<file path="src/hdl/flc_consts.svh">
// Constants for the parallel NOR flash command and protection controller
`ifndef FLC_CONSTS_SVH
`define FLC_CONSTS_SVH

// -----------------------------------------------------------------
// Widths and clock
// -----------------------------------------------------------------
`define FLC_ADDR_W 19
`define FLC_DATA_W 16
`define FLC_SECT_W 7
`define FLC_CNT_W 8
`define FLC_CLK_MHZ 20

// -----------------------------------------------------------------
// Bus timing, in ns and in derived cycles
// -----------------------------------------------------------------
`define FLC_TACC_NS 100
`define FLC_TWP_NS 60
`define FLC_TACC_CYC ((`FLC_TACC_NS * `FLC_CLK_MHZ + 999) / 1000)
`define FLC_TWP_CYC ((`FLC_TWP_NS * `FLC_CLK_MHZ + 999) / 1000)
`define FLC_SYNC_LAT 4

// -----------------------------------------------------------------
// Command cycles and special addresses
// -----------------------------------------------------------------
`define FLC_UL1_ADDR 19'h00555
`define FLC_UL2_ADDR 19'h002aa
`define FLC_UL1_DATA 16'h00aa
`define FLC_UL2_DATA 16'h0055
`define FLC_PROG_CMD 16'h00a0
`define FLC_ID_CMD 16'h0090
`define FLC_RESET_CMD 16'h00f0
`define FLC_UNPROT_CMD 16'h0060
`define FLC_RESET_ADDR 19'h00000
`define FLC_PROT_OFS 12'h002
`define FLC_OFS_W 12

// -----------------------------------------------------------------
// Status bit positions and reset values
// -----------------------------------------------------------------
`define FLC_POLL_BIT 7
`define FLC_TO_BIT 5
`define FLC_STEP_ZERO 2'h0
`define FLC_CNT_ZERO 8'h00

`endif

</file>
<file path="src/hdl/flc_pkg.sv">
// Types shared by the flash controller modules
`include "flc_consts.svh"
package flc_pkg;

	// User operations
	typedef enum logic [2:0] {
		OP_READ = 3'h0,
		OP_PROG = 3'h1,
		OP_RESET = 3'h2,
		OP_ID_ENTER = 3'h3,
		OP_ID_READ = 3'h4,
		OP_PROT_CHK = 3'h5,
		OP_HV_READ = 3'h6,
		OP_UNPROT = 3'h7
	} flc_op_t;

	// Bus sequencer states
	typedef enum logic [2:0] {
		ST_IDLE = 3'h0,
		ST_WSETUP = 3'h1,
		ST_WLOW = 3'h2,
		ST_WHIGH = 3'h3,
		ST_WEND = 3'h4,
		ST_RSETUP = 3'h5,
		ST_RGAP = 3'h6
	} flc_state_t;

	// One write cycle of a command script
	typedef struct packed {
		logic last;
		logic [`FLC_ADDR_W-1:0] addr;
		logic [`FLC_DATA_W-1:0] data;
	} flc_step_t;

endpackage

</file>
<file path="src/hdl/flc_pin_sync.sv">
// Three-stage input synchroniser that accepts a change once stages two and three agree
`timescale 1ns/1ps
module flc_pin_sync #(
	parameter int W = 16
) (
	// Clock and reset
	input wire logic clk_i,
	input wire logic rst_i,
	// Pins and filtered result
	input wire logic [W-1:0] pin_i,
	output logic [W-1:0] sync_o
);
	logic [W-1:0] s1_q, s2_q, s3_q, out_q;
	logic [W-1:0] out_d;

	// Take each bit once the last two stages agree
	always_comb begin
		out_d = out_q;
		for (int i = 0; i < W; i++) begin
			if (s2_q[i] == s3_q[i]) begin
				out_d[i] = s3_q[i];
			end
		end
	end

	// Stage registers
	always_ff @(posedge clk_i) begin
		if (rst_i) begin
			s1_q <= '0;
			s2_q <= '0;
			s3_q <= '0;
			out_q <= '0;
		end else begin
			s1_q <= pin_i;
			s2_q <= s1_q;
			s3_q <= s2_q;
			out_q <= out_d;
		end
	end

	assign sync_o = out_q;
endmodule

</file>
<file path="src/hdl/flc_ctrl.sv">
// Host-side controller driving a parallel NOR flash through its pins
`timescale 1ns/1ps
`include "flc_consts.svh"
// Contract
// - Pin method holds A9 at high voltage with A6, A1, A0 set before reading.
// - Protection check puts sector on top address bits; zero means unprotected.
// - Every sector must be protected before the first unprotect write.
// - A write needs chip select and write strobe low, output enable high.
// - Identification mode is left only by writing a reset; the controller also clears it on rst_i, which pulls rst_n_o low.
// - On timeout flag during program or erase, write a reset.
module flc_ctrl import flc_pkg::*; #(
	parameter int AW = `FLC_ADDR_W,
	parameter int DW = `FLC_DATA_W,
	parameter int SW = `FLC_SECT_W
) (
	// Clock and reset
	input wire logic clk_i,
	input wire logic rst_i,
	// User request port
	input wire logic req_valid_i,
	output logic req_ready_o,
	input wire flc_op_t req_op_i,
	input wire logic [AW-1:0] req_addr_i,
	input wire logic [DW-1:0] req_data_i,
	// User answer port
	output logic rsp_valid_o,
	output logic rsp_err_o,
	output logic [DW-1:0] rsp_data_o,
	// User mode controls and status
	input wire logic temp_unprot_i,
	input wire logic all_prot_i,
	output logic id_mode_o,
	// Flash pins
	output logic [AW-1:0] addr_o,
	output logic [DW-1:0] dq_o,
	output logic dq_oe_o,
	input wire logic [DW-1:0] dq_i,
	output logic ce_n_o,
	output logic oe_n_o,
	output logic we_n_o,
	output logic a9_hv_o,
	output logic rst_hv_o,
	output logic rst_n_o
);
	// -----------------------------------------------------------------
	// Declarations
	// -----------------------------------------------------------------
	localparam logic [`FLC_CNT_W-1:0] TWP_LAST = `FLC_CNT_W'(`FLC_TWP_CYC - 1);
	localparam logic [`FLC_CNT_W-1:0] RD_LAST =
		`FLC_CNT_W'(`FLC_TACC_CYC + `FLC_SYNC_LAT - 1);

	flc_state_t state_q, state_d;
	flc_op_t op_q, op_d;
	logic [AW-1:0] arg_q, arg_d, addr_q, addr_d;
	logic [DW-1:0] wdat_q, wdat_d, dq_q, dq_d, rdat_q, rdat_d;
	logic [1:0] step_q, step_d;
	logic [`FLC_CNT_W-1:0] cnt_q, cnt_d;
	logic poll_q, poll_d, to_q, to_d, fail_q, fail_d, id_q, id_d;
	logic rv_q, rv_d, rerr_q, rerr_d;
	logic dq_oe_q, dq_oe_d, ce_n_q, ce_n_d, oe_n_q, oe_n_d, we_n_q, we_n_d;
	logic a9_q, a9_d, hv_q, hv_d, rstn_q;
	logic [DW-1:0] dq_s;
	flc_step_t cur, nxt;

	// -----------------------------------------------------------------
	// Helpers
	// -----------------------------------------------------------------
	// Write script of each operation
	function automatic flc_step_t step_f(flc_op_t op, logic [1:0] idx,
			logic [AW-1:0] a, logic [DW-1:0] d);
		flc_step_t s;
		s = '{last: 1'b0, addr: `FLC_UL1_ADDR, data: `FLC_UL1_DATA};
		if (op == OP_RESET) begin
			s = '{last: 1'b1, addr: `FLC_RESET_ADDR, data: `FLC_RESET_CMD};
		end else if (op == OP_UNPROT) begin
			s = '{last: 1'b1, addr: a, data: `FLC_UNPROT_CMD};
		end else if (idx == 2'h1) begin
			s = '{last: 1'b0, addr: `FLC_UL2_ADDR, data: `FLC_UL2_DATA};
		end else if (idx == 2'h2 && op == OP_ID_ENTER) begin
			s = '{last: 1'b1, addr: `FLC_UL1_ADDR, data: `FLC_ID_CMD};
		end else if (idx == 2'h2) begin
			s = '{last: 1'b0, addr: `FLC_UL1_ADDR, data: `FLC_PROG_CMD};
		end else if (idx == 2'h3) begin
			s = '{last: 1'b1, addr: a, data: d};
		end
		return s;
	endfunction

	// Read address of each operation
	function automatic logic [AW-1:0] rd_addr_f(flc_op_t op, logic [AW-1:0] a);
		if (op == OP_PROT_CHK) begin
			return {a[SW-1:0], (AW-SW)'(`FLC_PROT_OFS)};
		end
		return a;
	endfunction

	// -----------------------------------------------------------------
	// Data pin synchroniser
	// -----------------------------------------------------------------
	flc_pin_sync #(
		.W(DW)
	) u_sync (
		.clk_i(clk_i),
		.rst_i(rst_i),
		.pin_i(dq_i),
		.sync_o(dq_s)
	);

	// -----------------------------------------------------------------
	// Sequencer next state
	// -----------------------------------------------------------------
	always_comb begin
		state_d = state_q;
		op_d = op_q;
		arg_d = arg_q;
		wdat_d = wdat_q;
		step_d = step_q;
		cnt_d = cnt_q;
		poll_d = poll_q;
		to_d = to_q;
		fail_d = fail_q;
		id_d = id_q;
		rv_d = 1'b0;
		rerr_d = 1'b0;
		rdat_d = rdat_q;
		cur = step_f(op_q, step_q, arg_q, wdat_q);
		unique case (state_q)
			ST_IDLE: begin
				if (req_valid_i) begin
					op_d = req_op_i;
					arg_d = req_addr_i;
					wdat_d = req_data_i;
					step_d = `FLC_STEP_ZERO;
					cnt_d = `FLC_CNT_ZERO;
					to_d = 1'b0;
					if ((id_q && (req_op_i == OP_READ || req_op_i == OP_PROG ||
							req_op_i == OP_ID_ENTER)) ||
							(!id_q && (req_op_i == OP_ID_READ || req_op_i == OP_PROT_CHK)) ||
							(req_op_i == OP_UNPROT && !all_prot_i)) begin
						rv_d = 1'b1;
						rerr_d = 1'b1;
					end else if (req_op_i == OP_PROG || req_op_i == OP_RESET ||
							req_op_i == OP_ID_ENTER || req_op_i == OP_UNPROT) begin
						state_d = ST_WSETUP;
					end else begin
						state_d = ST_RSETUP;
					end
				end
			end
			ST_WSETUP: begin
				state_d = ST_WLOW;
				cnt_d = `FLC_CNT_ZERO;
			end
			ST_WLOW: begin
				cnt_d = cnt_q + 1'b1;
				if (cnt_q == TWP_LAST) begin
					state_d = ST_WHIGH;
				end
			end
			ST_WHIGH: begin
				state_d = ST_WEND;
			end
			ST_WEND: begin
				cnt_d = `FLC_CNT_ZERO;
				if (!cur.last) begin
					step_d = step_q + 1'b1;
					state_d = ST_WSETUP;
				end else if (op_q == OP_PROG) begin
					poll_d = 1'b1;
					state_d = ST_RGAP;
				end else begin
					if (op_q == OP_RESET) begin
						id_d = 1'b0;
					end
					if (op_q == OP_ID_ENTER) begin
						id_d = 1'b1;
					end
					rv_d = 1'b1;
					rerr_d = fail_q;
					fail_d = 1'b0;
					state_d = ST_IDLE;
				end
			end
			ST_RSETUP: begin
				cnt_d = cnt_q + 1'b1;
				if (cnt_q == RD_LAST) begin
					cnt_d = `FLC_CNT_ZERO;
					if (!poll_q) begin
						rdat_d = dq_s;
						if (op_q != OP_READ) begin
							rdat_d = {{(DW-8){1'b0}}, dq_s[7:0]};
						end
						rv_d = 1'b1;
						state_d = ST_IDLE;
					end else if (dq_s[`FLC_POLL_BIT] == wdat_q[`FLC_POLL_BIT]) begin
						poll_d = 1'b0;
						rdat_d = dq_s;
						rv_d = 1'b1;
						state_d = ST_IDLE;
					end else if (dq_s[`FLC_TO_BIT] && to_q) begin
						poll_d = 1'b0;
						fail_d = 1'b1;
						op_d = OP_RESET;
						step_d = `FLC_STEP_ZERO;
						state_d = ST_WSETUP;
					end else begin
						to_d = dq_s[`FLC_TO_BIT];
						state_d = ST_RGAP;
					end
				end
			end
			ST_RGAP: begin
				state_d = ST_RSETUP;
			end
			default: begin
				state_d = ST_IDLE;
			end
		endcase
	end

	// -----------------------------------------------------------------
	// Pin values for the coming cycle
	// -----------------------------------------------------------------
	always_comb begin
		nxt = step_f(op_d, step_d, arg_d, wdat_d);
		ce_n_d = !(state_d == ST_WSETUP || state_d == ST_WLOW ||
			state_d == ST_WHIGH || state_d == ST_RSETUP);
		we_n_d = (state_d != ST_WLOW);
		oe_n_d = (state_d != ST_RSETUP);
		dq_oe_d = (state_d == ST_WSETUP || state_d == ST_WLOW ||
			state_d == ST_WHIGH || state_d == ST_WEND);
		a9_d = (state_d == ST_RSETUP && op_d == OP_HV_READ);
		hv_d = temp_unprot_i || (op_d == OP_UNPROT && state_d != ST_IDLE);
		addr_d = addr_q;
		dq_d = dq_q;
		if (dq_oe_d) begin
			addr_d = nxt.addr;
			dq_d = nxt.data;
		end else if (state_d == ST_RSETUP) begin
			addr_d = rd_addr_f(op_d, arg_d);
		end
	end

	// -----------------------------------------------------------------
	// Registers
	// -----------------------------------------------------------------
	always_ff @(posedge clk_i) begin
		if (rst_i) begin
			state_q <= ST_IDLE;
			op_q <= OP_READ;
			arg_q <= '0;
			wdat_q <= '0;
			step_q <= `FLC_STEP_ZERO;
			cnt_q <= `FLC_CNT_ZERO;
			poll_q <= 1'b0;
			to_q <= 1'b0;
			fail_q <= 1'b0;
			id_q <= 1'b0;
			rv_q <= 1'b0;
			rerr_q <= 1'b0;
			rdat_q <= '0;
			addr_q <= '0;
			dq_q <= '0;
			dq_oe_q <= 1'b0;
			ce_n_q <= 1'b1;
			oe_n_q <= 1'b1;
			we_n_q <= 1'b1;
			a9_q <= 1'b0;
			hv_q <= 1'b0;
			rstn_q <= 1'b0;
		end else begin
			state_q <= state_d;
			op_q <= op_d;
			arg_q <= arg_d;
			wdat_q <= wdat_d;
			step_q <= step_d;
			cnt_q <= cnt_d;
			poll_q <= poll_d;
			to_q <= to_d;
			fail_q <= fail_d;
			id_q <= id_d;
			rv_q <= rv_d;
			rerr_q <= rerr_d;
			rdat_q <= rdat_d;
			addr_q <= addr_d;
			dq_q <= dq_d;
			dq_oe_q <= dq_oe_d;
			ce_n_q <= ce_n_d;
			oe_n_q <= oe_n_d;
			we_n_q <= we_n_d;
			a9_q <= a9_d;
			hv_q <= hv_d;
			rstn_q <= 1'b1;
		end
	end

	// Outputs
	assign req_ready_o = (state_q == ST_IDLE);
	assign rsp_valid_o = rv_q;
	assign rsp_err_o = rerr_q;
	assign rsp_data_o = rdat_q;
	assign id_mode_o = id_q;
	assign addr_o = addr_q;
	assign dq_o = dq_q;
	assign dq_oe_o = dq_oe_q;
	assign ce_n_o = ce_n_q;
	assign oe_n_o = oe_n_q;
	assign we_n_o = we_n_q;
	assign a9_hv_o = a9_q;
	assign rst_hv_o = hv_q;
	assign rst_n_o = rstn_q;

	// -----------------------------------------------------------------
	// Checks
	// -----------------------------------------------------------------
	a_write_combo: assert property (@(posedge clk_i) disable iff (rst_i)
		!we_n_o |-> !ce_n_o && oe_n_o && dq_oe_o)
		else $error("write strobe without select or with output enable");
	a_addr_held: assert property (@(posedge clk_i) disable iff (rst_i)
		$fell(we_n_o) |-> $stable(addr_o) && $past(!ce_n_o))
		else $error("address not set up before strobe fell");
	a_data_held: assert property (@(posedge clk_i) disable iff (rst_i)
		$rose(we_n_o) |-> $stable(dq_o) ##1 dq_oe_o && $stable(dq_o))
		else $error("write data not held across strobe rise");
	a_powerup_quiet: assert property (@(posedge clk_i) disable iff (rst_i)
		$past(rst_i) |-> we_n_o && ce_n_o && req_ready_o)
		else $error("strobes active at reset release");
	a_hv_read_only: assert property (@(posedge clk_i) disable iff (rst_i)
		a9_hv_o |-> we_n_o && !oe_n_o && op_q == OP_HV_READ)
		else $error("high voltage on A9 outside a pin-method read");
	a_prot_addr: assert property (@(posedge clk_i) disable iff (rst_i)
		(!oe_n_o && op_q == OP_PROT_CHK) |->
		addr_o[`FLC_OFS_W-1:0] == `FLC_PROT_OFS && addr_o[AW-1 -: SW] == arg_q[SW-1:0])
		else $error("protection check address malformed");
	a_id_exit: assert property (@(posedge clk_i) disable iff (rst_i)
		$fell(id_mode_o) |-> op_q == OP_RESET && $past(state_q) == ST_WEND)
		else $error("identification mode left without a reset write");
	a_unprot_gate: assert property (@(posedge clk_i) disable iff (rst_i)
		(state_q == ST_IDLE && req_valid_i && req_op_i == OP_UNPROT && !all_prot_i)
		|=> rsp_valid_o && rsp_err_o && state_q == ST_IDLE)
		else $error("unprotect issued before all sectors protected");
	a_timeout_reset: assert property (@(posedge clk_i) disable iff (rst_i)
		(state_q == ST_RSETUP && poll_q && cnt_q == RD_LAST && to_q &&
		dq_s[`FLC_TO_BIT] && dq_s[`FLC_POLL_BIT] != wdat_q[`FLC_POLL_BIT])
		|=> op_q == OP_RESET ##1 !we_n_o)
		else $error("no reset written after timeout flag");
	a_hv_follow: assert property (@(posedge clk_i) disable iff (rst_i)
		$past(temp_unprot_i) |-> rst_hv_o)
		else $error("reset pin high voltage dropped during temporary unprotect");
endmodule

</file>
<file path="config.mk">
export PLATFORM = sky130hd
export DESIGN_NAME = flc_ctrl
export DESIGN_NICKNAME = d
export VERILOG_FILES = /design/src/hdl/flc_pkg.sv /design/src/hdl/flc_pin_sync.sv /design/src/hdl/flc_ctrl.sv
export VERILOG_INCLUDE_DIRS = /design/src /design/src/hdl
export SDC_FILE = /design/constraint.sdc
export NUM_CORES = 1
export LEC_CHECK = 0
export ABC_AREA = 1
export BUFFER_PORTS_ARGS = -buffer_cell sky130_fd_sc_hd__buf_2
export CORE_ASPECT_RATIO = 1.75
export CORE_MARGIN = 2
export CORE_UTILIZATION = 40
export CTS_BUF_LIST = sky130_fd_sc_hd__clkbuf_2
export CTS_CLUSTER_SIZE = 14
export DETAILED_ROUTE_END_ITERATION = 8
export GPL_TIMING_DRIVEN = 0
export SLEW_MARGIN = 5
export SYNTH_ARGS = -nofsm -noshare
export SYNTH_HDL_FRONTEND = slang
export SYNTH_HIERARCHICAL = 1
export SYNTH_SLANG_ARGS = --single-unit
</file>
<file path="constraint.sdc">
create_clock -name clk_i -period 2.5 [get_ports clk_i]
set_input_delay 0.375 -clock clk_i [delete_from_list [all_inputs] [get_ports clk_i]]
set_output_delay 0.375 -clock clk_i [all_outputs]
set_load 0.005 [all_outputs]
</file>
; ---- Word level (Yosys, flattened, before mapping)
; Index checks and enable logic that the tools add are counted.
[word_totals]
out_inout_bits = 62
in_bits = 59
word_cells = 234
reg_bits = 179
[classes]
n_addsub = 2
n_bitwise = 1
n_eq_ne = 63
n_reduce_logical = 40
mux = 87
[op_table]
columns = operator, count
row1 = $mux W36, 6
row2 = $mux W35, 6
row3 = $mux W19, 6
row4 = $mux W16, 5
row5 = $mux W3, 15
row6 = $eq A3 B3 Y1 const B, 12
row7 = $mux W1, 32
row8 = $pmux W8 S4, 1
row9 = $eq A3 B2 Y1 const B, 10
row10 = $pmux W3 S7, 1
row11 = $ne A2 B2 Y1 const B, 9
row12 = $eq A1 B1 Y1, 17
row13 = $mux W8, 2
row14 = $logic_or A1 B1 Y1, 13
row15 = $eq A3 B1 Y1 const B, 4
row16 = $mux W2, 6
row17 = $add A8 B1 Y8 const B, 1
row18 = $eq A2 B2 Y1 const B, 4
row19 = $eq A8 B1 Y1 const B, 1
row20 = $eq A8 B3 Y1 const B, 1
row21 = $logic_and A1 B1 Y1, 8
row22 = $pmux W1 S2, 4
row23 = $reduce_and A4 Y1, 2
row24 = $reduce_bool A2 Y1, 4
row25 = 18 further kinds, 23

; ---- Longest topological paths before layout
[logic_depth]
word_depth = 17
ltp_mapped = 18
mapped_depth_nobuf = 17

; ---- Modules after synthesis
; Netlist, hierarchy kept.
[modules_own_cells]
columns = module, n_inst, cells_per_inst, area_per_inst_um2
row1 = flc_ctrl, 1, 735, 5327.6
row2 = flc_pin_sync, 1, 215, 1913.1

; ---- Worst setup path after synthesis
; OpenSTA, ideal clock, no wires.
[synth_timing]
path_type = reg2reg
start = register cnt_q[0]
end = register addr_q[12] (netlist: addr_o[12])
arrival_ns = 1.956
required_time_ns = 2.391
n_path_buf = 2
setup_ns = 0.109
path_stages_with_launch = 17
slack_ns = 0.435
cell_sequence = dfxtp_1 -> ha_1 -> nand3_1 -> o21ai_2 -> nand2_1 -> nor2_1 -> nand2_1 -> nor2_4 -> nand2_2 -> nand2_4 -> nor2_8 -> inv_2 -> buf_6 -> buf_6 -> nand3_2 -> nand2_1 -> inv_1
[synth_between]
elab_chain_len = 11
[synth_rtl]
columns = item, line
row1 = "start, declared", flc_ctrl.sv:57  ; logic [`FLC_CNT_W-1:0] cnt_q, cnt_d;
row2 = "start signal, assigned", flc_ctrl.sv:254  ; cnt_q <= `FLC_CNT_ZERO;
row3 = "start signal, assigned", flc_ctrl.sv:277  ; cnt_q <= cnt_d;
row4 = $eq A8 B3 Y1, flc_ctrl.sv:186  ; if (cnt_q == RD_LAST) begin
row5 = $mux W2, flc_ctrl.sv:186
row6 = $pmux W2 S3, flc_ctrl.sv:127  ; unique case (state_q)
row7 = $eq A2 B2 Y1, flc_ctrl.sv:83  ; end else if (idx == 2'h3) begin
row8 = $mux W35, flc_ctrl.sv:83
row9 = $mux W35, flc_ctrl.sv:81  ; end else if (idx == 2'h2) begin
row10 = $mux W35, flc_ctrl.sv:79  ; end else if (idx == 2'h2 && op == OP_ID_ENTER) begin
row11 = $mux W35, flc_ctrl.sv:77  ; end else if (idx == 2'h1) begin
row12 = $mux W35, flc_ctrl.sv:75  ; end else if (op == OP_UNPROT) begin
row13 = $mux W35, flc_ctrl.sv:73  ; if (op == OP_RESET) begin
row14 = $mux W19, flc_ctrl.sv:236  ; if (dq_oe_d) begin
row15 = "end signal, assigned", flc_ctrl.sv:285  ; addr_q <= addr_d;
row16 = "end, declared", flc_ctrl.sv:54  ; logic [AW-1:0] arg_q, arg_d, addr_q, addr_d;
; Parallel ways exist; a longest one is shown, timed or not. The select of a mux whose other input is x is not followed.
; A chain may end at the register's enable or synchronous reset.

; ---- Worst setup path in the final report
[layout_timing]
start = register state_q[1]
end = register addr_q[0] (netlist: addr_o[0])
[layout_between]
elab_chain_len = 10
[layout_rtl]
columns = item, line
row1 = "start, declared", flc_ctrl.sv:52  ; flc_state_t state_q, state_d;
row2 = "start signal, assigned", flc_ctrl.sv:272  ; state_q <= state_d;
row3 = $eq A3 B3 Y1 or $logic_not A3 Y1 (tied branches), flc_ctrl.sv:127
row4 = $pmux W2 S3, flc_ctrl.sv:127
row5 = $eq A2 B2 Y1, flc_ctrl.sv:83
row6 = $mux W35, flc_ctrl.sv:83
row7 = $mux W35, flc_ctrl.sv:81
row8 = $mux W35, flc_ctrl.sv:79
row9 = $mux W35, flc_ctrl.sv:77
row10 = $mux W35, flc_ctrl.sv:75
row11 = $mux W35, flc_ctrl.sv:73
row12 = $mux W19, flc_ctrl.sv:236
; Parallel ways exist; a longest one is shown, timed or not. The select of a mux whose other input is x is not followed.

==> summary.txt <==
Worst setup path
  – Type of origin of the critical path: register
  – Worst path required time: 3200 ps
  – Sequence of cells on the critical path: nor2_2 -> nand2_2 -> inv_4 -> nand2_1 -> nand3_1 -> o21bai_1 -> nand2_2 -> nand2_1 -> nand2_4 -> buf_4 -> nand2_1 -> nand3_1 -> a21oi_1
  – Crit path capture type: register
  – Slowest cell on the critical path: sky130_fd_sc_hd__dfxtp_1
  – Maximum single-stage delay on the critical path: 500 ps
  – Dominant cell type by count on the critical path: sky130_fd_sc_hd__nand2_1
  – Maximum fanout along the worst path: 10
  – Crit Path Category: register to register
  – Critical path's top delay family: simple AND/OR/NAND/NOR gates
  – Register-to-register setup slack: 170 ps
  – Worst Path Buf+Inv: 2
  – Data arrival time of the critical path: 3030 ps

Synth
  – Main area contributors after synthesis: sky130_fd_sc_hd__dfxtp_1 49%, sky130_fd_sc_hd__nor2_1 8.8%, sky130_fd_sc_hd__nand2_1 7.4%
  – Nets in the synthesized netlist: 1012
  – Share of synthesized registers carrying an async set or reset: 0%
  – Summed instance area of the synthesized netlist: 0.007241 mm^2
  – Post-synthesis cell type with the largest combined area: sky130_fd_sc_hd__dfxtp_1
  – Number of flip-flops and latches in the synthesized netlist: 179
  – EDFF count, synth: 0
  – Synth Area per Inst: 7.622 um^2
  – Post-synth top flop: sky130_fd_sc_hd__dfxtp_1
  – Area fraction of the dominant cell type after synthesis: 49.49%
  – Instance count of the mapped netlist: 950
  – Syn. warnings: 6
  – Synth unique cells: 42
  – Sequential share of the synthesized area: 49.49%

Global route
  – Global-route wire length before repair: 31.48 mm
  – Via count of the first global-routing pass: 6465
  – Sum of overflow across all layers after global routing: 0
  – Maximum number of pins on one net before global-route repair: 19
  – Antenna violations before repair: 1
  – All-layer global routing usage: 21.11%

Pwr
  – Worst voltage drop across the vdd grid: 0.0003555 V
  – Share of total power consumed by net switching: 35.75%
  – Clk pwr share: 22.2%
  – Lkg Pwr: 4.277 nW
  – Pwr dens: 708.1 mW/mm^2
  – Sequential cell fraction of total power: 50.4%
  – Cell-internal power: 4.115 mW
  – Net load switching power: 2.290 mW
  – Power share of the combinational group: 27.4%

Place
  – Final weighted congestion in routability-driven placement: 0.8616
  – HPWL Detailed: 14.70 mm
  – Number of port buffers: 120
  – Placed Instances: 1304
  – Pre-CTS worst setup slack: -59.05 ps

Min path
  – Path type of the worst min-delay path: primary input to register

STA
  – Worst clock skew: 52.63 ps
  – Count of final hold-check violations: 0
  – Highest attainable clock frequency: 429.1 MHz
  – Worst-case setup margin in the final layout: 169.4 ps
  – Relative max-transition margin: 25.08%
  – Final setup violation count: 0
  – Slew Limit Fails: 0
  – Slew of the pin with the lowest slew margin: 1114 ps
  – Share of the clock period used by the worst path: 93.23%
  – Final worst path period need: 2331 ps
  – RSZ-0062 raised after global routing: no

Routing
  – Number of detailed-routing iterations run before antenna repair: 5
  – Total number of vias: 6640
  – # DRC: 0
  – Post-route ant nets: 0
  – Post-detailed-routing wire length: 19.94 mm
  – Drt wl/cell: 14.31 um
  – Post-detailed-route via-to-cell ratio: 4.767
  – Number of DRC markers in iteration 0: 329

CTS
  – Clock latency at the later pin of the worst-skew pair: 770 ps
  – Num Clock Sinks: 179
  – Maximum count of clock buffers along a single path: 2
  – Buffer type at the clock tree root: sky130_fd_sc_hd__clkbuf_2
  – Deepest level of the CTS H-tree: 4
  – Clock buffer count from CTS: 17
  – Post-CTS clock slew at the launch and capture registers of the worst setup and hold paths: 300 ps
  – Clock tree from TritonCTS: built

Final layout
  – Total of fill cells in the finished design: 1792
  – Post-route non-filler standard cell count: 1393
  – Leading cell type in the layout, fill and taps excluded: sky130_fd_sc_hd__dfxtp_1
  – Area used by sequential logic in the layout: 0.003592 mm^2
  – Share of final-layout standard cells stronger than drive strength 1: 21.85%
  – Most used cells in the layout excluding fill and tap cells: 172 x sky130_fd_sc_hd__dfxtp_1, 169 x sky130_fd_sc_hd__nor2_1, 140 x sky130_fd_sc_hd__nand2_1
  – Synthesis-to-layout area growth: 24.94%
  – Multi-input gate area: 0.003080 mm^2
  – Number of nets in the layout: 1207

Floorplan
  – Count of pins on the block boundary: 121
  – Placeable core region: 0.01789 mm^2
  – Effective utilization at floorplan: 40.47%
  – Die width: 105.7 um
  – Vertical die dimension: 182.0 um
  – Die footprint: 0.01924 mm^2
  – Num rows: 65

Outcome
  – Outcome: complete, no violations

Job
  – # Max-Cap Violations: 0
path summary, 6_finish.rpt:
kind	start	end	cells after the start
worst max-delay path	state_q[1]$_SDFF_PP0_	addr_o[0]$_SDFFE_PP0P_	13
worst min-delay path	req_op_i[1]	op_q[1]$_SDFF_PP0_	5
worst max register to register	state_q[1]$_SDFF_PP0_	addr_o[0]$_SDFFE_PP0P_	13
worst min register to register	u_sync/s1_q[10]$_SDFF_PP0_	u_sync/s2_q[10]$_SDFF_PP0_	2
power by group through the flow:
| stage | Clock [mW] | Combinational (mW) | Sequential, mW |
|---|---|---|---|
| floorplan | 0 | 1.05 | 3.27 |
| finish | 1.42 | 1.75 | 3.23 |
| detailed placement | 0 | 1.60 | 3.28 |
| global route | 1.62 | 1.94 | 3.26 |
| CTS | 1.49 | 1.67 | 3.23 |
| global placement | 0 | 1.58 | 3.28 |
per-stage QoR:
step	power, mW	util [%]	instance area [um^2]	hold WS (ps)	setup TNS, ps
2_1_floorplan	4.320	-	7241	388.3	0
3_3_place_gp	4.856	45.46	8134	389.2	-250.0
3_5_place_dp	4.877	45.46	8134	394.5	-301.4
4_1_cts	6.389	49.73	8897	22.15	0
5_1_grt	6.817	50.56	9046	16.75	0
6_report	6.405	50.56	9046	78.06	0
repair_timing:
item | in CTS | in global routing
gates resized for setup | 4 | 43
pin swaps | 0 | 4
setup buffers | 0 | 2
gates cloned | 0 | 1
hold endpoints to repair | 62 | 0
hold buffers | 53 | 0
setup endpoints to repair | 13 | 35
layout make-up:
cell class / count / share of cell area [%]
Clock buffer: 17 / 0.9405
Timing Repair Buffer: 175 / 12.67
Inverter: 124 / 5.242
Antenna cell: 1 / 0.02766
Sequential cell: 179 / 39.71
Tap cell: 234 / 3.237
Buffer: 35 / 2.503
Clock inverter: 15 / 1.535
Multi-Input combinational cell: 612 / 34.05
Timing Repair inverter: 1 / 0.08299
layer usage:
metal  track usage (%)  vias up  routed length (um)
li1                  -     3401                   -
met1             20.22     3003                7210
met2             41.32      177               10900
met3             3.195       59                 698
met4             12.47        0                1129
met5                 0        -                   0
sequential cells by signal, indices dropped and copies added, names as in the netlist, 2 cells and up:
signal	flops
addr_o	19
op_q	3
wdat_q	16
cnt_q	8
u_sync/sync_o	16
rsp_data_o	16
u_sync/s2_q	16
step_q	2
arg_q	19
u_sync/s3_q	16
u_sync/s1_q	16
state_q	3
dq_o	16
Yosys cell counts, types with 2 or more instances:
cell type and instances:
sky130_fd_sc_hd__buf_2 10, sky130_fd_sc_hd__dfxtp_1 179, sky130_fd_sc_hd__a31oi_1 2, sky130_fd_sc_hd__nor2_1 170
sky130_fd_sc_hd__nor2_2 7, sky130_fd_sc_hd__nand4_1 12, sky130_fd_sc_hd__mux2i_1 20, sky130_fd_sc_hd__nand2_1 143
sky130_fd_sc_hd__inv_2 9, sky130_fd_sc_hd__or2_2 9, sky130_fd_sc_hd__nand2_2 8, sky130_fd_sc_hd__buf_4 4
sky130_fd_sc_hd__o21ai_1 15, sky130_fd_sc_hd__nor3_1 5, sky130_fd_sc_hd__nand3b_1 2, sky130_fd_sc_hd__nand3_1 59
sky130_fd_sc_hd__inv_1 112, sky130_fd_sc_hd__clkbuf_1 15, sky130_fd_sc_hd__clkinv_1 2, sky130_fd_sc_hd__buf_6 5
sky130_fd_sc_hd__o21ai_2 2, sky130_fd_sc_hd__ha_1 3, sky130_fd_sc_hd__a21oi_1 59, sky130_fd_sc_hd__nor2_4 5
sky130_fd_sc_hd__nand3_2 11, sky130_fd_sc_hd__o21ai_0 66
cell families (layout without fill, tap and decap cells):
| group | Yosys count | count (layout) | share of synthesized area [%] |
|---|---|---|---|
| xor gates and xnor gates | 1 | 1 | 0.1210 |
| DFF | 179 | 179 | 49.49 |
| muxes | 20 | 20 | 2.765 |
| and+or+nand+nor | 439 | 439 | 27.29 |
| buffers and inverters | 159 | 367 | 9.176 |
| adders and majority gates | 3 | 3 | 0.5185 |
| AOI/OAI and AO/OA | 149 | 149 | 10.64 |
| other | 0 | 1 | 0 |
worst reg2reg max path, cell delays in order, from the launching register on:
cell,delay [ps]
sky130_fd_sc_hd__dfxtp_1,500
sky130_fd_sc_hd__nor2_2,80
sky130_fd_sc_hd__nand2_2,160
sky130_fd_sc_hd__inv_4,80
sky130_fd_sc_hd__nand2_1,130
sky130_fd_sc_hd__nand3_1,170
sky130_fd_sc_hd__o21bai_1,210
sky130_fd_sc_hd__nand2_2,140
sky130_fd_sc_hd__nand2_1,190
sky130_fd_sc_hd__nand2_4,130
sky130_fd_sc_hd__buf_4,210
sky130_fd_sc_hd__nand2_1,70
sky130_fd_sc_hd__nand3_1,70
sky130_fd_sc_hd__a21oi_1,150
Power figures use the tool's default switching activity.
